## src/hw/pmc_map.vh

```
// register map, field positions, reset values and timing for power mode control
`ifndef PMC_MAP_VH
`define PMC_MAP_VH
`define PMC_ADDR_W 8
`define PMC_ADDR_PWR_CTRL 8'h87
`define PMC_ADDR_AUX_CTRL 8'h8E
`define PMC_PWR_RESET 8'h00
`define PMC_AUX_RESET 8'h00
`define PMC_BIT_IDLE 0
`define PMC_BIT_PDOWN 1
`define PMC_BIT_GF_LO 2
`define PMC_BIT_GF_HI 3
`define PMC_BIT_COLD 4
`define PMC_BIT_EXIT_TIMED 5
`define PMC_BIT_FE_VIEW 6
`define PMC_BIT_BAUD_DBL 7
`define PMC_AUX_BIT_WDT_IDLE 0
`define PMC_AUX_BIT_LSTB_DIS 1
`define PMC_CLK_MHZ 22'h00_000A
`define PMC_SUT_RC_US0 16'h0010
`define PMC_SUT_RC_US1 16'h0200
`define PMC_SUT_RC_US2 16'h0400
`define PMC_SUT_RC_US3 16'h1000
`define PMC_SUT_XT_US0 16'h0400
`define PMC_SUT_XT_US1 16'h0800
`define PMC_SUT_XT_US2 16'h1000
`define PMC_SUT_XT_US3 16'h4000
`define PMC_INT_RST_CYC 2'h2
`define PMC_CNT_W 18
`endif

```

## src/hw/pmc_power_mode_controller.v

```verilog
// power mode controller: idle, power-down, wake-up sequencing, control reg
// Functional notes
// - idle bit gates processor clock, state kept
// - port pins hold levels during idle
// - timers and serial keep clocking in idle
// - watchdog idle run selected by control bit
// - supply-dip detector stays on in idle
// - enabled interrupt or reset ends idle
// - hardware clears idle bit on wake
// - power-down stops oscillator, detector, flash
// - hardware clears power-down bit on wake
// - power-down left by reset or interrupt
// - only enabled level-sensitive external irqs wake
// - timed exit: falling edge starts start-up timer
// - start-up length from fuses and clock source
// - external exit: clock held until pin rises
// - reset pin rise restarts with start-up timer
// - early release gives two-cycle internal reset
// - cold-start flag set by power-up, writable
// - baud doubler doubles serial modes 1-3
// - frame-error select picks serial bit seven view
// - strobe disable suppresses address latch strobe
`include "pmc_map.vh"
`timescale 1ns/1ns
`default_nettype none
module pmc_power_mode_controller #(
  parameter [17:0] SUT_DIV = 18'h0_0001
) (
  input wire i_sys_clk,
  input wire i_resetn,
  input wire i_power_up,
  input wire [7:0] i_addr,
  input wire [7:0] i_wdata,
  input wire i_wr,
  input wire i_rd,
  output reg [7:0] o_rdata,
  input wire i_instr_done,
  input wire i_irq_pending,
  input wire i_reset_pin,
  input wire i_ext_irq_zero,
  input wire i_ext_irq_one,
  input wire i_ext_irq_zero_enable,
  input wire i_ext_irq_one_enable,
  input wire i_ext_irq_zero_edge_select,
  input wire i_ext_irq_one_edge_select,
  input wire [1:0] i_startup_time_fuse,
  input wire i_crystal_source,
  input wire [1:0] i_serial_mode,
  input wire i_serial_mode_bit_zero,
  input wire i_frame_error_flag,
  input wire i_ale_raw,
  output wire o_cpu_clk_en,
  output wire o_periph_clk_en,
  output wire o_wdt_clk_en,
  output wire o_port_hold,
  output wire o_osc_en,
  output wire o_flash_pwr_en,
  output wire o_supply_dip_en,
  output wire o_int_reset,
  output wire o_baud_double,
  output wire o_serial_bit7,
  output wire o_ale
);
  // ----------------------------------------
  // reset release
  // ----------------------------------------
  reg rst_s1_r;
  reg rst_s2_r;
  wire rst_n;
  always @(posedge i_sys_clk or negedge i_resetn) begin
    if (!i_resetn) begin
      rst_s1_r <= 1'b0;
      rst_s2_r <= 1'b0;
    end else begin
      rst_s1_r <= 1'b1;
      rst_s2_r <= rst_s1_r;
    end
  end
  assign rst_n = rst_s2_r;

  // ----------------------------------------
  // sequencer states
  // ----------------------------------------
  localparam [2:0] ST_RUN = 3'd0;
  localparam [2:0] ST_IDLE = 3'd1;
  localparam [2:0] ST_PDOWN = 3'd2;
  localparam [2:0] ST_WAKE_TIMED = 3'd3;
  localparam [2:0] ST_WAKE_EXT = 3'd4;
  localparam [2:0] ST_WAKE_RST = 3'd5;
  localparam [2:0] ST_INT_RST = 3'd6;

  reg [2:0] state_r;
  reg [2:0] state_nxt;
  reg [7:0] pwr_r;
  reg [7:0] pwr_nxt;
  reg [7:0] aux_r;
  reg [17:0] cnt_r;
  reg [17:0] cnt_nxt;
  reg [1:0] irst_r;
  reg [1:0] irst_nxt;
  reg irq0_d_r;
  reg irq1_d_r;
  reg rstpin_d_r;
  reg pend_idle_r;
  reg pend_pd_r;
  reg woke_pin_r;
  reg woke_pin_nxt;

  // ----------------------------------------
  // start-up time select
  // ----------------------------------------
  reg [15:0] sut_us;
  always @* begin
    case ({i_crystal_source, i_startup_time_fuse})
      3'b000: sut_us = `PMC_SUT_RC_US0;
      3'b001: sut_us = `PMC_SUT_RC_US1;
      3'b010: sut_us = `PMC_SUT_RC_US2;
      3'b011: sut_us = `PMC_SUT_RC_US3;
      3'b100: sut_us = `PMC_SUT_XT_US0;
      3'b101: sut_us = `PMC_SUT_XT_US1;
      3'b110: sut_us = `PMC_SUT_XT_US2;
      default: sut_us = `PMC_SUT_XT_US3;
    endcase
  end
  // cycles = us * MHz, divided down only for shortened simulation
  wire [17:0] sut_cyc;
  wire [21:0] sut_full;
  assign sut_full = sut_us * `PMC_CLK_MHZ;
  assign sut_cyc = sut_full[17:0] / SUT_DIV;

  // ----------------------------------------
  // wake qualification
  // ----------------------------------------
  wire wake0_ok;
  wire wake1_ok;
  wire irq_fall;
  wire irq_rise;
  wire rst_rise;
  assign wake0_ok = i_ext_irq_zero_enable & ~i_ext_irq_zero_edge_select;
  assign wake1_ok = i_ext_irq_one_enable & ~i_ext_irq_one_edge_select;
  assign irq_fall = (wake0_ok & irq0_d_r & ~i_ext_irq_zero) |
                    (wake1_ok & irq1_d_r & ~i_ext_irq_one);
  // only a previously low, qualified pin may end an external wake
  assign irq_rise = (wake0_ok & ~irq0_d_r & i_ext_irq_zero) |
                    (wake1_ok & ~irq1_d_r & i_ext_irq_one);
  assign rst_rise = i_reset_pin & ~rstpin_d_r;

  // ----------------------------------------
  // next state
  // ----------------------------------------
  always @* begin
    state_nxt = state_r;
    cnt_nxt = cnt_r;
    irst_nxt = irst_r;
    woke_pin_nxt = woke_pin_r;
    case (state_r)
      ST_RUN: begin
        if (pend_pd_r && i_instr_done) begin
          state_nxt = ST_PDOWN;
        end else if (pend_idle_r && i_instr_done) begin
          state_nxt = ST_IDLE;
        end
      end
      ST_IDLE: begin
        if (i_irq_pending || i_reset_pin) begin
          state_nxt = ST_RUN;
        end
      end
      ST_PDOWN: begin
        cnt_nxt = 18'h0_0000;
        if (rst_rise) begin
          state_nxt = ST_WAKE_RST;
          woke_pin_nxt = 1'b1;
        end else if (irq_fall) begin
          if (pwr_r[`PMC_BIT_EXIT_TIMED]) begin
            state_nxt = ST_WAKE_TIMED;
          end else begin
            state_nxt = ST_WAKE_EXT;
          end
        end
      end
      ST_WAKE_TIMED: begin
        cnt_nxt = cnt_r + 18'h0_0001;
        if (cnt_r >= sut_cyc) begin
          state_nxt = ST_RUN;
        end
      end
      ST_WAKE_EXT: begin
        if (irq_rise) begin
          state_nxt = ST_RUN;
        end
      end
      ST_WAKE_RST: begin
        if (cnt_r < sut_cyc) begin
          cnt_nxt = cnt_r + 18'h0_0001;
          if (!i_reset_pin) begin
            woke_pin_nxt = 1'b0;
          end
        end else if (!woke_pin_r || !i_reset_pin) begin
          state_nxt = ST_INT_RST;
          irst_nxt = `PMC_INT_RST_CYC;
        end
      end
      ST_INT_RST: begin
        irst_nxt = irst_r - 2'd1;
        if (irst_r == 2'd1) begin
          state_nxt = ST_RUN;
        end
      end
      default: begin
        state_nxt = ST_RUN;
      end
    endcase
  end

  // ----------------------------------------
  // register write and hardware clears
  // ----------------------------------------
  wire wr_pwr;
  wire wr_aux;
  wire wake_idle;
  wire wake_pd;
  assign wr_pwr = i_wr && (i_addr == `PMC_ADDR_PWR_CTRL);
  assign wr_aux = i_wr && (i_addr == `PMC_ADDR_AUX_CTRL);
  assign wake_idle = (state_r == ST_IDLE) && (state_nxt == ST_RUN);
  assign wake_pd = (state_r != ST_RUN) && (state_r != ST_IDLE) &&
                   (state_nxt == ST_RUN);

  always @* begin
    pwr_nxt = pwr_r;
    if (wr_pwr) begin
      pwr_nxt = i_wdata;
    end
    if (wake_idle) begin
      pwr_nxt[`PMC_BIT_IDLE] = 1'b0;
    end
    if (wake_pd) begin
      pwr_nxt[`PMC_BIT_PDOWN] = 1'b0;
    end
    if (i_power_up) begin
      pwr_nxt[`PMC_BIT_COLD] = 1'b1;
    end
  end

  // ----------------------------------------
  // state registers
  // ----------------------------------------
  always @(posedge i_sys_clk or negedge rst_n) begin
    if (!rst_n) begin
      state_r <= ST_RUN;
      cnt_r <= 18'h0_0000;
      irst_r <= 2'd0;
      woke_pin_r <= 1'b0;
      irq0_d_r <= 1'b1;
      irq1_d_r <= 1'b1;
      rstpin_d_r <= 1'b0;
      aux_r <= `PMC_AUX_RESET;
      // cold flag cleared by the reset value; i_power_up or a register write sets it again
      pwr_r <= `PMC_PWR_RESET;
    end else begin
      state_r <= state_nxt;
      cnt_r <= cnt_nxt;
      irst_r <= irst_nxt;
      woke_pin_r <= woke_pin_nxt;
      irq0_d_r <= i_ext_irq_zero;
      irq1_d_r <= i_ext_irq_one;
      rstpin_d_r <= i_reset_pin;
      pwr_r <= pwr_nxt;
      if (wr_aux) begin
        aux_r <= i_wdata;
      end
    end
  end

  // ----------------------------------------
  // pending mode requests
  // ----------------------------------------
  // held until the writing instruction ends, so nothing freezes mid-way
  always @(posedge i_sys_clk or negedge rst_n) begin
    if (!rst_n) begin
      pend_idle_r <= 1'b0;
      pend_pd_r <= 1'b0;
    end else begin
      pend_idle_r <= (wr_pwr & i_wdata[`PMC_BIT_IDLE]) |
                     (pend_idle_r & ~i_instr_done);
      pend_pd_r <= (wr_pwr & i_wdata[`PMC_BIT_PDOWN]) |
                   (pend_pd_r & ~i_instr_done);
    end
  end

  // ----------------------------------------
  // register read-back
  // ----------------------------------------
  // data stands one cycle only; zero otherwise
  always @(posedge i_sys_clk or negedge rst_n) begin
    if (!rst_n) begin
      o_rdata <= 8'h00;
    end else if (i_rd && i_addr == `PMC_ADDR_PWR_CTRL) begin
      o_rdata <= pwr_r;
    end else if (i_rd && i_addr == `PMC_ADDR_AUX_CTRL) begin
      o_rdata <= {6'h00, aux_r[1:0]};
    end else begin
      o_rdata <= 8'h00;
    end
  end

  // ----------------------------------------
  // clock gating
  // ----------------------------------------
  wire running;
  wire osc_off;
  assign running = (state_r == ST_RUN) || (state_r == ST_INT_RST);
  assign osc_off = (state_r == ST_PDOWN);
  assign o_cpu_clk_en = running;
  assign o_port_hold = (state_r == ST_IDLE);
  assign o_periph_clk_en = ~osc_off;
  // watchdog runs in idle only when enabled, never in power-down
  assign o_wdt_clk_en = running |
    ((state_r == ST_IDLE) & aux_r[`PMC_AUX_BIT_WDT_IDLE]);

  // ----------------------------------------
  // power switches
  // ----------------------------------------
  assign o_supply_dip_en = ~osc_off;
  assign o_osc_en = ~osc_off;
  assign o_flash_pwr_en = ~osc_off;

  // ----------------------------------------
  // internal reset
  // ----------------------------------------
  // held through the whole reset wake, then two clocked cycles
  assign o_int_reset = (state_r == ST_INT_RST) ||
                       (state_r == ST_WAKE_RST);

  // ----------------------------------------
  // serial and strobe controls
  // ----------------------------------------
  assign o_baud_double = pwr_r[`PMC_BIT_BAUD_DBL] &
                         (i_serial_mode != 2'd0);
  assign o_serial_bit7 = pwr_r[`PMC_BIT_FE_VIEW] ? i_frame_error_flag :
                         i_serial_mode_bit_zero;
  assign o_ale = i_ale_raw & ~aux_r[`PMC_AUX_BIT_LSTB_DIS];
endmodule
`default_nettype wire

```

## config.mk

```make
export PLATFORM = sky130hd
export DESIGN_NAME = pmc_power_mode_controller
export DESIGN_NICKNAME = d
export VERILOG_FILES = /design/src/hw/pmc_power_mode_controller.v
export VERILOG_INCLUDE_DIRS = /design/src /design/src/hw
export SDC_FILE = /design/constraint.sdc
export NUM_CORES = 1
export LEC_CHECK = 0
export BUFFER_PORTS_ARGS = -buffer_cell sky130_fd_sc_hd__buf_2
export CAP_MARGIN = 20
export CORE_ASPECT_RATIO = 2
export CORE_MARGIN = 4
export CORE_UTILIZATION = 45
export DETAILED_ROUTE_END_ITERATION = 7
export PLACE_DENSITY = 0.68
export SYNTH_ARGS = -nofsm -noshare
export SYNTH_HDL_FRONTEND = slang
export SYNTH_SLANG_ARGS = --single-unit
```

## constraint.sdc

```tcl
create_clock -name i_sys_clk -period 1.8 [get_ports i_sys_clk]
set_clock_uncertainty 0.05 [all_clocks]
set_input_delay 0.27 -clock i_sys_clk [delete_from_list [all_inputs] [get_ports i_sys_clk]]
set_output_delay 0.27 -clock i_sys_clk [all_outputs]
set_load 0.01 [all_outputs]
```

==> results.cfg <==
[outcome]
run_status = complete, but fails checks
violations = setup timing

[route]
wire_per_inst_um = 16.8
ant_nets = 0
drt_iter0_drc = 72
wl_um = 8030
drc_errors = 0
drt_pass1_iterations = 4
via_count = 2761
viasPerCell = 5.78

[floorplanning]
ios = 57
die_area_mm2 = 0.00761
num_rows = 40
coreArea_mm2 = 0.00601
start_util = 0.465
die_w_um = 63.7
die_y_um = 119

[clock_network]
h-tree-depth = 2
cts-root-buf = clkbuf_16
cts_tree = built
numCtsBuffers = 5
worstSkewPairLatency_ns = 0.30
clk_pin_slew_worst_paths_ns = 0.07
cts_buffer_depth = 2
clkSinkCount = 49

[layout]
stdcell_count = 478
regArea_mm2 = 0.00123
final_util = 0.670
nets = 467
area_growth_pct = 44.2
fillCellCount = 471
diodes = 0
finalInstanceArea_mm2 = 0.00403
multi_input_area_mm2 = 0.00168
drive_above_1_share = 0.424

[place]
place_area_mm2 = 0.00349
placed_cells = 457
place_hpwl_um = 5790
gp_congestion = 0.819
io_buffers = 56
dpl_worst_slack_ns = -1.01

[sta]
slew_violations = 0
final_hold_viol_count = 0
setup_viol = 25
postLayoutSetupSlackWorst_ns = -0.633
tightest_slew_ns = 0.596
setup_tns_ns = -11.82
rsz0062_at_grt = true
slew_headroom = 0.603
finalCritPeriodShare = 1.35
max_freq_mhz = 411
whs_ns = 0.120
period_needed_ns = 2.43

[synthesis]
synth_cell_types = 49
yosysSeqAreaShare = 0.440
syn_avg_cell_area_um2 = 9.25
syn_inst = 302
synthTopCellsByCount = dfrtp_1 (47), a21oi_1 (23), o21ai_0 (22), nor2_1 (19)
synth_seq_cells = 49
synth_top_area_frac = 0.421
synthArstFlopShare = 1.00
synth_area_mm2 = 0.00279
synth_top_area_cell = dfrtp_1
synth_area_leaders = dfrtp_1 (42%), ha_1 (6.3%), a21oi_1 (4.1%), o21ai_0 (3.9%), nand3_1 (3.2%)
synth_edf_count = 0
synth_ff_type = dfrtp_1
synth_most_common_cell = dfrtp_1
ys_warn_count = 0

[power_and_ir_drop]
clockPowerShare = 0.242
combPwrFrac = 0.377
intPower_mw = 2.67
p_total_mw = 4.07
ir_drop_v = 0.000758
switching_share = 0.346
p_seq_frac = 0.381
p_leak_nw = 1.86
p_switching_mw = 1.41
power_density_mw_per_mm2 = 1010

[global_route]
grt-busiest-layer = met2
grt.total_usage = 0.218
grtUsageMet2 = 0.425
grt_pass1_wl_um = 12800
grt.met1_usage = 0.191
grt_pass1_vias = 2851
grt_remaining_overflow = 0
antenna_found_initial = 0
grt_max_degree = 48
grt_use_met3 = 0.0302

[worst_setup_path]
critPathBufInv = 4
cp_slowest_cell = fa_2
crit_fanout = 8
critical_path_class = input port to register
critPathLaunchType = input port
cp-end-kind = register
worstPathCellList = buf_8 -> nor2b_4 -> and2_4 -> inv_2 -> fa_2 -> ha_4 -> nand4_1 -> a21oi_2 -> o31a_1 -> buf_12 -> buf_8 -> o41ai_4 -> a21oi_2
cp_top_family = compound AO/OA/AOI/OAI gates
slowest_delay_ns = 0.43
critPathArrivalTime_ns = 2.56
worstPathRequired_ns = 1.93

[flow_run]
maxCapViolCount = 0

[worst_hold_path]
hp-class = input port to register
-- cells by family after synthesis --
kind of cell | count (synthesis) | share of synthesized area
multiplexers | 7 | 0.0282
buffers and inverters | 30 | 0.0457
AO/OA/AOI/OAI | 75 | 0.163
other | 2 | 0.00269
XOR/XNOR | 2 | 0.00627
adder cells (fa/ha/maj) | 15 | 0.0699
AND/OR/NAND/NOR | 122 | 0.244
flip-flops | 49 | 0.440
-- sequential cells by signal (all words and copies together) (netlist names) --
register	count
aux_r	2
irst_r	2
rst_s1_r	1
state_r	3
rst_n	1
o_rdata	8
pwr_r	8
pend_idle_r	1
irq0_d_r	1
cnt_r	18
rstpin_d_r	1
irq1_d_r	1
pend_pd_r	1
woke_pin_r	1
-- final cells by class --
cell class	instances	share of cell area
Multi-Input combinational cell	225	0.417
Sequential cell	49	0.305
Clock inverter	3	0.00715
Timing Repair Buffer	118	0.206
Inverter	15	0.0140
Clock buffer	5	0.0311
Tap cell	63	0.0196
-- worst reg2reg max path, delay by kind of cell, from the launching register on --
kind	cells	cell delay, ns
adders and majority gates	1	0.21
DFF	1	0.41
buffers and inverters	2	0.29
AOI/OAI and AO/OA	6	1.34
-- cell usage in the layout (no fill, tap or decap), types with 6 or more instances in the layout --
cell,instances
buf_2,53
buf_4,53
dfrtp_1,46
nand3_1,18
nand2_1,17
nor2_1,17
inv_1,13
o21ai_0,13
a21oi_1,13
a21oi_2,12
ha_1,11
o21ai_1,10
and2_1,10
nand4_1,8
or3_1,8
mux2_2,7
buf_6,7
and3_1,6
-- worst paths after layout --
check	endpoint	from	cells past startpoint	slack, ns
setup / recovery	cnt_r[9]	i_startup_time_fuse[1]	13	-0.63
hold / removal	rstpin_d_r	i_reset_pin	1	0.12
setup reg to reg	cnt_r[9]	cnt_r[10]	9	-0.61
hold reg to reg	cnt_r[7]	rst_n	1	0.29
max in group asynchronous	state_r[2]	rst_n	1	0.99
min in group asynchronous	rst_s1_r	i_resetn	2	0.23
-- power groups by stage --
stage / clock network, mW / logic (mW) / registers, mW
after floorplan: 0 / 0.638 / 1.55
after global placement: 0 / 1.26 / 1.55
after detailed placement: 0 / 1.30 / 1.56
after CTS: 1.00 / 1.39 / 1.55
after global routing: 1.04 / 1.72 / 1.58
final: 0.985 / 1.54 / 1.55
-- per-layer routing --
layer	up-vias	part of all wire
met2	86	0.59
met4	0	0.067
met1	1330	0.31
met3	40	0.038
met5	-	0
li1	1305	-
-- what timing repair did --
action	4_1_cts	5_1_grt
resized for setup	25	36
pin swaps	26	9
endpoints found under the setup margin	33	31
buffers inserted	11	1
hold buffers	1	0
endpoints found under the hold margin	2	0
cloned	1	0
(Power assumes the default switching activity.)
